--- config.mk ---
export PLATFORM = sky130hd
export DESIGN_NAME = rsp_top
export DESIGN_NICKNAME = d
export VERILOG_FILES = /design/src/verilog/rsp_fifo.v /design/src/verilog/rsp_baud.v /design/src/verilog/rsp_top.v
export VERILOG_INCLUDE_DIRS = /design/src /design/src/verilog
export SDC_FILE = /design/constraint.sdc
export NUM_CORES = 1
export LEC_CHECK = 0
export ABC_CLOCK_PERIOD_IN_PS = 208000
export BUFFER_PORTS_ARGS = -buffer_cell sky130_fd_sc_hd__buf_2
export CAP_MARGIN = 20
export CORE_MARGIN = 2
export CORE_UTILIZATION = 45
export CTS_BUF_LIST = sky130_fd_sc_hd__clkbuf_4
export CTS_CLUSTER_SIZE = 10
export DETAILED_ROUTE_END_ITERATION = 12
export PLACE_DENSITY = 0.65
export SYNTH_ARGS = -nofsm -noshare
export SYNTH_HDL_FRONTEND = slang
export SYNTH_SLANG_ARGS = --single-unit
--- constraint.sdc ---
create_clock -name CLK_I -period 208 [get_ports CLK_I]
set_input_delay 10.4 -clock CLK_I [delete_from_list [all_inputs] [get_ports CLK_I]]
set_output_delay 10.4 -clock CLK_I [all_outputs]
set_load 0.02 [all_outputs]
--- src/verilog/rsp_regs.vh ---
// rsp_regs.vh: register map, field positions and fixed codes.
// assumes inclusion by rsp_* design files; no logic.
`ifndef RSP_REGS_VH
`define RSP_REGS_VH

////////////////////////////////////////////////////////////////////////////////
// register byte offsets on the apb bus
`define RSP_OFF_STATUS   8'h00
`define RSP_OFF_FLAGS    8'h04
`define RSP_OFF_RXDATA   8'h08
`define RSP_OFF_TXDATA   8'h0C
`define RSP_OFF_PARAM    8'h10

////////////////////////////////////////////////////////////////////////////////
// status word fields
`define RSP_ST_REMOTE    0
`define RSP_ST_COMMANDED 1
`define RSP_ST_TALKER    2
`define RSP_ST_RXVALID   3
`define RSP_ST_TXPEND    4
`define RSP_ST_MASTER    5
`define RSP_ST_PAREN     6
`define RSP_ST_PAREVEN   7
`define RSP_ST_ADDR_LO   8
`define RSP_ST_RATE_LO   16
`define RSP_ST_LISTENER  20

// sticky error flags, write one to clear
`define RSP_FL_PARITY    0
`define RSP_FL_FRAMING   1
`define RSP_FL_OVERRUN   2

////////////////////////////////////////////////////////////////////////////////
// option switch bank positions
`define RSP_SW_ADDR_HI   4
`define RSP_SW_PARSENSE  5
`define RSP_SW_PAREN     6
`define RSP_SW_MASTER    7

// as-delivered rate code (1200 baud)
`define RSP_RATE_DEFAULT 4'h7

////////////////////////////////////////////////////////////////////////////////
// character framing and message coding
`define RSP_OVS_LAST     4'hF
`define RSP_OVS_MID      4'h7
`define RSP_LAST_BIT     3'h7
`define RSP_CHR_ADDR     7
`define RSP_CHR_TALK     6
`define RSP_CMD_LOCAL    8'h7E
`define RSP_CMD_REMOTE   8'h7D

`endif

--- src/verilog/rsp_fifo.v ---
// rsp_fifo.v: synchronous fifo for received message characters.
// assumes one clock, a freezing clock enable, async low reset.
`timescale 1ns/10ps
module rsp_fifo #(
  parameter WIDTH = 8,
  parameter DEPTH = 16,
  parameter AW    = 4
) (
  input  wire             clk_i,
  input  wire             reset_n_i,
  input  wire             ce_i,
  input  wire [WIDTH-1:0] in_data_i,
  input  wire             in_valid_i,
  output wire             in_ready_o,
  output wire [WIDTH-1:0] out_data_o,
  output wire             out_valid_o,
  input  wire             out_ready_i
);

  reg [WIDTH-1:0] mem_reg [0:DEPTH-1];
  reg [AW-1:0]    wr_ptr_reg;
  reg [AW-1:0]    rd_ptr_reg;
  reg [AW:0]      count_reg;
  wire            do_push;
  wire            do_pop;

  ////////////////////////////////////////////////////////////////////////////
  // honest flags straight from the occupancy count
  assign in_ready_o  = (count_reg != DEPTH[AW:0]);
  assign out_valid_o = (count_reg != {(AW+1){1'b0}});
  assign out_data_o  = mem_reg[rd_ptr_reg];
  assign do_push     = ce_i & in_valid_i & in_ready_o;
  assign do_pop      = ce_i & out_ready_i & out_valid_o;

  // storage has no reset; only the pointers and the count carry control state
  always @(posedge clk_i) begin
    if (do_push) begin
      mem_reg[wr_ptr_reg] <= in_data_i;
    end
  end

  // pointers wrap at depth, so depth need not be a power of two
  always @(posedge clk_i or negedge reset_n_i) begin
    if (!reset_n_i) begin
      wr_ptr_reg <= {AW{1'b0}};
      rd_ptr_reg <= {AW{1'b0}};
      count_reg  <= {(AW+1){1'b0}};
    end else begin
      if (do_push) begin
        wr_ptr_reg <= (wr_ptr_reg == DEPTH[AW-1:0] - 1'b1) ? {AW{1'b0}} : wr_ptr_reg + 1'b1;
      end
      if (do_pop) begin
        rd_ptr_reg <= (rd_ptr_reg == DEPTH[AW-1:0] - 1'b1) ? {AW{1'b0}} : rd_ptr_reg + 1'b1;
      end
      if (do_push & ~do_pop) begin
        count_reg <= count_reg + 1'b1;
      end else if (do_pop & ~do_push) begin
        count_reg <= count_reg - 1'b1;
      end
    end
  end

endmodule

--- src/verilog/rsp_baud.v ---
// rsp_baud.v: sixteen-times oversampling tick generator for the selected rate.
// assumes the rate code is stable apart from its one load after reset.
`timescale 1ns/10ps
module rsp_baud #(
  parameter CLK_HZ = 100000000,
  parameter CW     = 17
) (
  input  wire       clk_i,
  input  wire       reset_n_i,
  input  wire       ce_i,
  input  wire [3:0] rate_i,
  output reg        tick_o
);

  reg  [CW-1:0] cnt_reg;
  wire [CW-1:0] div_w;

  // rate table in tenths of a baud so that 134.5 stays exact
  function [CW-1:0] baud_div;
    input [3:0] code;
    integer     bx10;
    integer     tmp;
    begin
      case (code)
        4'h0:    bx10 = 500;
        4'h1:    bx10 = 750;
        4'h2:    bx10 = 1100;
        4'h3:    bx10 = 1345;
        4'h4:    bx10 = 1500;
        4'h5:    bx10 = 3000;
        4'h6:    bx10 = 6000;
        4'h7:    bx10 = 12000;
        4'h8:    bx10 = 18000;
        4'h9:    bx10 = 20000;
        4'hA:    bx10 = 24000;
        4'hB:    bx10 = 36000;
        4'hC:    bx10 = 48000;
        4'hD:    bx10 = 72000;
        4'hE:    bx10 = 96000;
        default: bx10 = 192000;
      endcase
      tmp = (CLK_HZ / 16) * 10 / bx10; // [RQ2]
      if (tmp < 1) begin
        tmp = 1;
      end
      baud_div = tmp[CW-1:0];
    end
  endfunction

  assign div_w = baud_div(rate_i);

  // free-running divider; rounding error stays below one clock per tick
  always @(posedge clk_i or negedge reset_n_i) begin
    if (!reset_n_i) begin
      cnt_reg <= {CW{1'b0}};
      tick_o  <= 1'b0;
    end else if (ce_i) begin
      if (cnt_reg >= div_w - 1'b1) begin
        cnt_reg <= {CW{1'b0}};
        tick_o  <= 1'b1;
      end else begin
        cnt_reg <= cnt_reg + 1'b1;
        tick_o  <= 1'b0;
      end
    end
  end

endmodule

--- src/verilog/rsp_top.v ---
// rsp_top.v: switch-configured remote serial port with daisy-chain address filter.
// assumes apb master on CLK_I, switch and button inputs synchronous to CLK_I.
// What this block does
// [RQ1] rate switches: open reads one, closed reads zero.
// [RQ2] rate codes 0..15 select 50 up to 19200 baud in table order.
// [RQ3] rate code 7, 1200 baud, is the delivered default.
// [RQ4] address and option switches: closed reads one, open reads zero.
// [RQ5] five-bit receiver address from positions one to five, values 0 to 31.
// [RQ6] repeat the line downstream; accept data only when own address matches.
// [RQ7] controller uses at most 32 distinct addresses on one chain.
// [RQ8] master switch 0 means slave; 1 means transmit parameter data continuously.
// [RQ9] parity enable switch decides whether each character carries parity.
// [RQ10] parity sense switch: one means even, zero means odd.
// [RQ11] remote button enters remote; else first message after power-on does.
// [RQ12] answer talk addressing whether or not in remote mode.
// [RQ13] remote commands choosing local or remote mode are ignored.
// [RQ14] local or remote state is readable remotely.
// [RQ15] frame: start bit, data lsb first, optional parity, one stop bit.
// [RQ16] switch settings sampled once after reset and used for all traffic.
//
// The placing of the registers and register access over APB were left to the implementer.
`timescale 1ns/10ps
`include "rsp_regs.vh"
module rsp_top #(
  parameter CLK_HZ = 100000000,
  parameter DEPTH  = 16
) (
  input  wire        CLK_I,
  input  wire        RESET_N_I,
  input  wire        CE_I,
  input  wire        PSEL_I,
  input  wire        PENABLE_I,
  input  wire        PWRITE_I,
  input  wire [7:0]  PADDR_I,
  input  wire [31:0] PWDATA_I,
  output reg  [31:0] PRDATA_O,
  output wire        PREADY_O,
  output reg         PSLVERR_O,
  input  wire [3:0]  RATE_SELECT_SWITCHES_I,
  input  wire [7:0]  ADDRESS_OPTION_SWITCHES_I,
  input  wire        REMOTE_BTN_I,
  input  wire        LOCAL_BTN_I,
  input  wire        RXD_I,
  output reg         RPT_TXD_O,
  output reg         TXD_O,
  output wire        REMOTE_MODE_O
);

  localparam ST_IDLE   = 3'h0;
  localparam ST_START  = 3'h1;
  localparam ST_DATA   = 3'h2;
  localparam ST_PARITY = 3'h3;
  localparam ST_STOP   = 3'h4;

  reg  [3:0] rate_reg;
  reg  [4:0] addr_reg;
  reg        master_reg;
  reg        par_en_reg;
  reg        par_even_reg;
  reg        cfg_done_reg;
  reg        remote_reg;
  reg        commanded_reg;
  reg        talker_reg;
  reg        listener_reg;
  reg  [2:0] flags_reg;
  reg  [7:0] param_reg;
  reg  [7:0] txhold_reg;
  reg        txpend_reg;
  reg  [2:0] rx_state_reg;
  reg  [3:0] rx_cnt_reg;
  reg  [2:0] rx_bit_reg;
  reg  [7:0] rx_sh_reg;
  reg        rx_perr_reg;
  reg  [2:0] tx_state_reg;
  reg  [3:0] tx_cnt_reg;
  reg  [2:0] tx_bit_reg;
  reg  [7:0] tx_sh_reg;
  wire       tick;
  wire       fifo_in_ready;
  wire       fifo_out_valid;
  wire [7:0] fifo_out_data;
  wire       apb_setup;
  wire       apb_wr;
  wire       apb_rd_pop;
  wire       rx_done;
  wire       rx_frame_ok;
  wire       rx_is_addr;
  wire       rx_hit;
  wire       rx_is_mode_cmd;
  wire       rx_accept;
  wire       push_req;
  wire [2:0] flag_set;
  wire [2:0] flag_clr;

  // parity bit that makes the ones count even or odd as selected
  function par_bit;
    input [7:0] data;
    input       even;
    begin
      par_bit = even ? (^data) : ~(^data); // [RQ10]
    end
  endfunction

  ////////////////////////////////////////////////////////////////////////////
  // switch capture: one load after reset so a bumped switch cannot upset traffic
  always @(posedge CLK_I or negedge RESET_N_I) begin
    if (!RESET_N_I) begin
      rate_reg     <= `RSP_RATE_DEFAULT; // [RQ3]
      addr_reg     <= 5'h00;
      master_reg   <= 1'b0;
      par_en_reg   <= 1'b0;
      par_even_reg <= 1'b0;
      cfg_done_reg <= 1'b0;
    end else if (CE_I && !cfg_done_reg) begin
      cfg_done_reg <= 1'b1; // [RQ16]
      // pins read high for an open switch on both banks
      rate_reg     <= RATE_SELECT_SWITCHES_I; // [RQ1]
      addr_reg     <= ~ADDRESS_OPTION_SWITCHES_I[`RSP_SW_ADDR_HI:0]; // [RQ4] [RQ5]
      master_reg   <= ~ADDRESS_OPTION_SWITCHES_I[`RSP_SW_MASTER]; // [RQ8]
      par_en_reg   <= ~ADDRESS_OPTION_SWITCHES_I[`RSP_SW_PAREN]; // [RQ9]
      par_even_reg <= ~ADDRESS_OPTION_SWITCHES_I[`RSP_SW_PARSENSE]; // [RQ10]
    end
  end

  rsp_baud #(
    .CLK_HZ (CLK_HZ),
    .CW     (17)
  ) u_baud (
    .clk_i     (CLK_I),
    .reset_n_i (RESET_N_I),
    .ce_i      (CE_I),
    .rate_i    (rate_reg),
    .tick_o    (tick)
  );

  ////////////////////////////////////////////////////////////////////////////
  // downstream repeater: one clock of delay, idle line high during reset
  always @(posedge CLK_I or negedge RESET_N_I) begin
    if (!RESET_N_I) begin
      RPT_TXD_O <= 1'b1;
    end else if (CE_I) begin
      RPT_TXD_O <= RXD_I; // [RQ6]
    end
  end

  ////////////////////////////////////////////////////////////////////////////
  // receiver: mid-bit sampling on the eighth tick of each bit
  assign rx_done     = CE_I & tick & (rx_state_reg == ST_STOP) & (rx_cnt_reg == `RSP_OVS_LAST);
  assign rx_frame_ok = RXD_I & ~rx_perr_reg;

  always @(posedge CLK_I or negedge RESET_N_I) begin
    if (!RESET_N_I) begin
      rx_state_reg <= ST_IDLE;
      rx_cnt_reg   <= 4'h0;
      rx_bit_reg   <= 3'h0;
      rx_sh_reg    <= 8'h00;
      rx_perr_reg  <= 1'b0;
    end else if (CE_I) begin
      case (rx_state_reg)
        ST_IDLE: begin
          rx_cnt_reg  <= 4'h0;
          rx_perr_reg <= 1'b0;
          if (!RXD_I) begin
            rx_state_reg <= ST_START; // [RQ15]
          end
        end
        ST_START: begin
          if (tick) begin
            rx_cnt_reg <= rx_cnt_reg + 1'b1;
            if (rx_cnt_reg == `RSP_OVS_MID) begin
              rx_cnt_reg   <= 4'h0;
              rx_bit_reg   <= 3'h0;
              // a glitch shorter than half a bit is not a start
              rx_state_reg <= RXD_I ? ST_IDLE : ST_DATA;
            end
          end
        end
        ST_DATA: begin
          if (tick) begin
            rx_cnt_reg <= rx_cnt_reg + 1'b1;
            if (rx_cnt_reg == `RSP_OVS_LAST) begin
              rx_sh_reg  <= {RXD_I, rx_sh_reg[7:1]}; // [RQ15]
              rx_bit_reg <= rx_bit_reg + 1'b1;
              if (rx_bit_reg == `RSP_LAST_BIT) begin
                rx_state_reg <= par_en_reg ? ST_PARITY : ST_STOP; // [RQ9]
              end
            end
          end
        end
        ST_PARITY: begin
          if (tick) begin
            rx_cnt_reg <= rx_cnt_reg + 1'b1;
            if (rx_cnt_reg == `RSP_OVS_LAST) begin
              rx_perr_reg  <= (RXD_I != par_bit(rx_sh_reg, par_even_reg)); // [RQ9]
              rx_state_reg <= ST_STOP;
            end
          end
        end
        default: begin
          if (tick) begin
            rx_cnt_reg <= rx_cnt_reg + 1'b1;
            if (rx_cnt_reg == `RSP_OVS_LAST) begin
              rx_state_reg <= ST_IDLE;
            end
          end
        end
      endcase
    end
  end

  ////////////////////////////////////////////////////////////////////////////
  // address filter and message acceptance
  assign rx_is_addr     = rx_sh_reg[`RSP_CHR_ADDR];
  assign rx_hit         = (rx_sh_reg[`RSP_SW_ADDR_HI:0] == addr_reg);
  assign rx_is_mode_cmd = (rx_sh_reg == `RSP_CMD_LOCAL) | (rx_sh_reg == `RSP_CMD_REMOTE);
  // data only as listener; in local mode only the first message counts
  assign rx_accept = rx_done & rx_frame_ok & ~rx_is_addr & listener_reg &
                     (remote_reg | ~commanded_reg); // [RQ6] [RQ11]
  assign push_req  = rx_accept & ~rx_is_mode_cmd; // [RQ13]

  always @(posedge CLK_I or negedge RESET_N_I) begin
    if (!RESET_N_I) begin
      talker_reg   <= 1'b0;
      listener_reg <= 1'b0;
    end else if (rx_done && rx_frame_ok && rx_is_addr) begin
      // a foreign address deselects this unit from both roles
      talker_reg   <= rx_hit & rx_sh_reg[`RSP_CHR_TALK]; // [RQ12]
      listener_reg <= rx_hit & ~rx_sh_reg[`RSP_CHR_TALK]; // [RQ6]
    end
  end

  // mode: panel buttons always win; a mode command sets remote only when it is the first accepted message
  always @(posedge CLK_I or negedge RESET_N_I) begin
    if (!RESET_N_I) begin
      remote_reg    <= 1'b0;
      commanded_reg <= 1'b0;
    end else if (CE_I) begin
      if (LOCAL_BTN_I) begin
        remote_reg <= 1'b0;
      end else if (REMOTE_BTN_I) begin
        remote_reg <= 1'b1; // [RQ11]
      end else if (rx_accept && !commanded_reg) begin
        remote_reg <= 1'b1; // [RQ11]
      end
      if (rx_accept) begin
        commanded_reg <= 1'b1;
      end
    end
  end

  assign REMOTE_MODE_O = remote_reg;

  rsp_fifo #(
    .WIDTH (8),
    .DEPTH (DEPTH),
    .AW    (4)
  ) u_fifo (
    .clk_i       (CLK_I),
    .reset_n_i   (RESET_N_I),
    .ce_i        (CE_I),
    .in_data_i   (rx_sh_reg),
    .in_valid_i  (push_req),
    .in_ready_o  (fifo_in_ready),
    .out_data_o  (fifo_out_data),
    .out_valid_o (fifo_out_valid),
    .out_ready_i (apb_rd_pop)
  );

  ////////////////////////////////////////////////////////////////////////////
  // sticky error flags: a new event outweighs a clear in the same cycle
  assign flag_set = {push_req & ~fifo_in_ready,
                     rx_done & ~RXD_I,
                     rx_done & rx_perr_reg};
  assign flag_clr = (apb_wr && PADDR_I == `RSP_OFF_FLAGS) ? PWDATA_I[2:0] : 3'h0;

  always @(posedge CLK_I or negedge RESET_N_I) begin
    if (!RESET_N_I) begin
      flags_reg <= 3'h0;
    end else if (CE_I) begin
      flags_reg <= (flags_reg & ~flag_clr) | flag_set;
    end
  end

  ////////////////////////////////////////////////////////////////////////////
  // transmitter: talker sends software bytes, master repeats param
  always @(posedge CLK_I or negedge RESET_N_I) begin
    if (!RESET_N_I) begin
      tx_state_reg <= ST_IDLE;
      tx_cnt_reg   <= 4'h0;
      tx_bit_reg   <= 3'h0;
      tx_sh_reg    <= 8'h00;
      TXD_O        <= 1'b1;
    end else if (CE_I) begin
      if (tx_state_reg == ST_IDLE) begin
        tx_cnt_reg <= 4'h0;
        tx_bit_reg <= 3'h0;
        if (tick && txpend_reg && (talker_reg || master_reg)) begin
          tx_sh_reg    <= txhold_reg; // [RQ12]
          tx_state_reg <= ST_START;
          TXD_O        <= 1'b0;
        end else if (tick && master_reg) begin
          tx_sh_reg    <= param_reg; // [RQ8]
          tx_state_reg <= ST_START;
          TXD_O        <= 1'b0;
        end
      end else if (tick) begin
        tx_cnt_reg <= tx_cnt_reg + 1'b1;
        if (tx_cnt_reg == `RSP_OVS_LAST) begin
          case (tx_state_reg)
            ST_START: begin
              tx_state_reg <= ST_DATA;
              TXD_O        <= tx_sh_reg[0]; // [RQ15]
            end
            ST_DATA: begin
              tx_bit_reg <= tx_bit_reg + 1'b1;
              if (tx_bit_reg == `RSP_LAST_BIT) begin
                tx_state_reg <= par_en_reg ? ST_PARITY : ST_STOP;
                TXD_O        <= par_en_reg ? par_bit(tx_sh_reg, par_even_reg) : 1'b1;
              end else begin
                TXD_O <= tx_sh_reg[tx_bit_reg + 1'b1];
              end
            end
            ST_PARITY: begin
              tx_state_reg <= ST_STOP;
              TXD_O        <= 1'b1;
            end
            default: begin
              tx_state_reg <= ST_IDLE;
              TXD_O        <= 1'b1;
            end
          endcase
        end
      end
    end
  end

  ////////////////////////////////////////////////////////////////////////////
  // apb slave: zero wait states, read data registered in the setup cycle
  assign PREADY_O   = 1'b1;
  assign apb_setup  = CE_I & PSEL_I & ~PENABLE_I;
  assign apb_wr     = CE_I & PSEL_I & PENABLE_I & PWRITE_I;
  assign apb_rd_pop = CE_I & PSEL_I & PENABLE_I & ~PWRITE_I & (PADDR_I == `RSP_OFF_RXDATA);

  always @(posedge CLK_I or negedge RESET_N_I) begin
    if (!RESET_N_I) begin
      param_reg  <= 8'h00;
      txhold_reg <= 8'h00;
      txpend_reg <= 1'b0;
    end else if (CE_I) begin
      if (apb_wr && PADDR_I == `RSP_OFF_PARAM) begin
        param_reg <= PWDATA_I[7:0];
      end
      // a byte written while one is pending is dropped, not queued
      if (apb_wr && PADDR_I == `RSP_OFF_TXDATA && !txpend_reg) begin
        txhold_reg <= PWDATA_I[7:0];
        txpend_reg <= 1'b1;
      end else if (tx_state_reg == ST_IDLE && tick && txpend_reg && (talker_reg || master_reg)) begin
        txpend_reg <= 1'b0;
      end
    end
  end

  always @(posedge CLK_I or negedge RESET_N_I) begin
    if (!RESET_N_I) begin
      PRDATA_O  <= 32'h0000_0000;
      PSLVERR_O <= 1'b0;
    end else if (apb_setup) begin
      PRDATA_O  <= 32'h0000_0000;
      PSLVERR_O <= 1'b0;
      if (PADDR_I == `RSP_OFF_STATUS) begin
        PRDATA_O[`RSP_ST_REMOTE]    <= remote_reg; // [RQ14]
        PRDATA_O[`RSP_ST_COMMANDED] <= commanded_reg;
        PRDATA_O[`RSP_ST_TALKER]    <= talker_reg;
        PRDATA_O[`RSP_ST_RXVALID]   <= fifo_out_valid;
        PRDATA_O[`RSP_ST_TXPEND]    <= txpend_reg;
        PRDATA_O[`RSP_ST_MASTER]    <= master_reg;
        PRDATA_O[`RSP_ST_PAREN]     <= par_en_reg;
        PRDATA_O[`RSP_ST_PAREVEN]   <= par_even_reg;
        PRDATA_O[`RSP_ST_ADDR_LO+4:`RSP_ST_ADDR_LO] <= addr_reg;
        PRDATA_O[`RSP_ST_RATE_LO+3:`RSP_ST_RATE_LO] <= rate_reg;
        PRDATA_O[`RSP_ST_LISTENER]  <= listener_reg;
      end else if (PADDR_I == `RSP_OFF_FLAGS) begin
        PRDATA_O[2:0] <= flags_reg;
      end else if (PADDR_I == `RSP_OFF_RXDATA) begin
        PRDATA_O[7:0] <= fifo_out_data;
      end else if (PADDR_I == `RSP_OFF_TXDATA) begin
        PRDATA_O[7:0] <= txhold_reg;
      end else if (PADDR_I == `RSP_OFF_PARAM) begin
        PRDATA_O[7:0] <= param_reg;
      end else begin
        PSLVERR_O <= 1'b1;
      end
    end
  end

endmodule

==> summary.txt <==
Outcome
  • Outcome: completed

Layout
  • Storage element area: 7000 sq um
  • Most frequent cells in the layout: 418 x nor2_1, 414 x ha_1, 412 x nand2_1
  • Multi-input combinational cell area: 28,900 sq um
  • Layout area overhead: 5.99%
  • Layout cells sized above 1: 0.103
  • Most common cell after layout, fill and taps aside: nor2_1
  • Layout Nets: 5,153
  • Max reg flops: 128
  • Filler instances: a little over 8,000

Clock network
  • Post-CTS Resized: 0
  • CTS clock-pin slew for the worst setup and hold paths: 0.08 ns
  • H-tree levels: 2
  • Clock buffer depth: 3
  • TritonCTS Sinks: 254
  • CTS tree: built
  • CTS root buffer: clkbuf_4
  • TritonCTS Buffers: 51
  • Post-CTS setup buffer count: 0
  • Clock Latency Late Sink: between 0.6 and 0.7 ns
  • Hold buffer count at CTS: 0

GRT
  • GRT Overall Usage: 0.254
  • Number of global-route vias before repair: 32,900
  • Remaining global-route overflow: 0
  • Largest net degree at the start of global routing: 65
  • First-pass GRT wire length: 176 mm
  • Initial antenna violation count: 1

Worst setup path
  • Flop2flop setup slack: 120.47 ns
  • CP startpoint kind: flop
  • Buf/Inv on CP: 17
  • WP data required: 208.57 ns
  • CP Class: reg2reg
  • Most frequent CP cell: o21ai_0
  • Reg2reg start: rate_reg[1]
  • Crit path max-delay family: compound AO/OA/AOI/OAI gates
  • R2R depth: 381
  • CP max FO: 36
  • Crit-path slowest cell: a2111oi_0
  • Worst Setup SP: rate_reg[1]
  • Slowest stage delay, CP: approximately 0.85 ns
  • Arrival time at the worst endpoint: around 88 ns
  • Stages on worst setup path: roughly 380
  • Reg2reg end: u_baud.cnt_reg[3]
  • Critical Path Sink Type: flop
  • Worst Setup EP: u_baud.cnt_reg[3]

Synth
  • Dominant register cell in the synthesized netlist: edfxtp_1
  • Synth area leaders: ha_1 14%, edfxtp_1 10%, dfrtp_1 8.2%
  • Average size of a mapped cell: 7.97 sq um
  • FF+latch count, synth: 254
  • Post-synth EDFFs: 128
  • Yosys top cell by area: ha_1
  • Register area share after synthesis: 0.189
  • Synth unique cells: 126
  • Cell count after synthesis: between 4,000 and 5,000
  • Share of the synthesized area in the top cell type: 0.140
  • Async SR Flop Fraction: 0.496
  • YS warnings: 0
  • Post-Syn Area: about 37,000 sq um

Floorplanning
  • Core area: between 80,000 and 90,000 sq um
  • Die span in y: 291 um
  • Die W: about 290 um
  • Die area: 84,500 sq um
  • Io pins: between 90 and 100
  • Initial core utilization: 0.453
  • Num rows: 105

Drt
  • Drt drc: 0
  • Routed Antenna Nets: 0
  • Vias: 35,300
  • Iteration-0 DRC Markers: 2,697
  • Drt via density: 6.10
  • DRT Wirelength: 112 mm
  • Wirelength per Cell: 19.3 um
  • Drt pass-1 iters: 5

Worst hold path
  • Hold Path Class: reg2reg

Placed design
  • Final HPWL DP: about 85 mm
  • Pre-CTS WS: 121.79 ns
  • Port Buf Inserts: 58
  • RePlAce Congestion: 0.932

STA
  • Fin Clk Skew: 0.0488 ns
  • Final Cycle Share: 0.421
  • Fin. max-slew vios: 0
  • Slew margin rel.: 0.302
  • Final setup vio count: 0
  • Final critical-path required period: 87.53 ns
  • Final worst slack: 120.47 ns
  • Unrepaired setup endpoints after global routing: false
  • Pin slew with the least headroom to its limit: a little over 1 ns
  • Setup tns final: 0 ns
  • Final hold viol count: 0
  • Fin Hold WS: 0.470 ns
  • Achievable Freq: 11.4 MHz

Job
  • Max cap viols: 0
-- cell type report --
type                       count  area share
sequential                   254       0.179
tap                         1070      0.0341
inverter                     153      0.0146
antenna                        1   0.0000638
clock buffer                  76      0.0146
timing repair buffer         118      0.0190
clock inverter                20     0.00230
multi-input combinational   4099       0.737
-- layer usage --
metal	up-vias	part of all wire	global-route usage
met1	16500	0.45	0.346
met5	-	0	0
met2	1052	0.45	0.424
li1	17600	-	-
met3	178	0.062	0.0246
met4	0	0.031	0.0789
-- cells by family after synthesis --
| logic type | Yosys count | share of synthesized area |
|---|---|---|
| DFF | 254 | 0.189 |
| and+or+nand+nor | 1637 | 0.222 |
| xor gates and xnor gates | 307 | 0.0729 |
| buffers and inverters | 310 | 0.0342 |
| other | 2 | 0.000203 |
| adders and majority gates | 415 | 0.141 |
| muxes | 179 | 0.0665 |
| AOI/OAI and AO/OA | 1539 | 0.275 |
-- through the flow --
stage               instance area [sq um]   util  cells
finish                              39200  0.480   5791
global placement                    38500  0.472   5693
CTS                                 39200  0.480   5789
detailed placement                  38500  0.472   5693
global route                        39200  0.480   5791
floorplan                           37100      -   4663
-- worst min-delay path by stage --
stage,end,cells past startpoint,from
6_report,cfg_done_reg,1,cfg_done_reg
2_1_floorplan,cfg_done_reg,1,cfg_done_reg
3_5_place_dp,cfg_done_reg,1,cfg_done_reg
4_1_cts,cfg_done_reg,1,cfg_done_reg
5_1_grt,PRDATA_O[7],1,PRDATA_O[7]
3_3_place_gp,cfg_done_reg,1,cfg_done_reg
-- synthesized netlist by cell type (all sizes together) (11+ instances only) --
library cell	count
or2	46
o31ai	65
nand3	119
mux2i	33
a211o	13
a31oi	47
buf	51
a21o	142
nor2	420
a21oi	382
ha	414
and4	14
nand2	412
inv	153
o211ai	47
a211oi	42
o21a	152
clkbuf	106
o22ai	14
mux4	42
o21ai	360
o221ai	13
a31o	23
mux2	104
o31a	17
nor2b	69
xor2	98
nor4	37
o21bai	28
and3	43
nand2b	85
and2	63
nor4b	18
nand4	50
xnor2	209
a21boi	19
dfrtp	121
or3	51
nor3	158
edfxtp	128
a221oi	11
a2111oi	15
nor3b	12
o2111ai	15
Power is left out: the tool's default activity adds up to more than one toggle a clock period on the data nets, which glitch-free logic cannot reach.
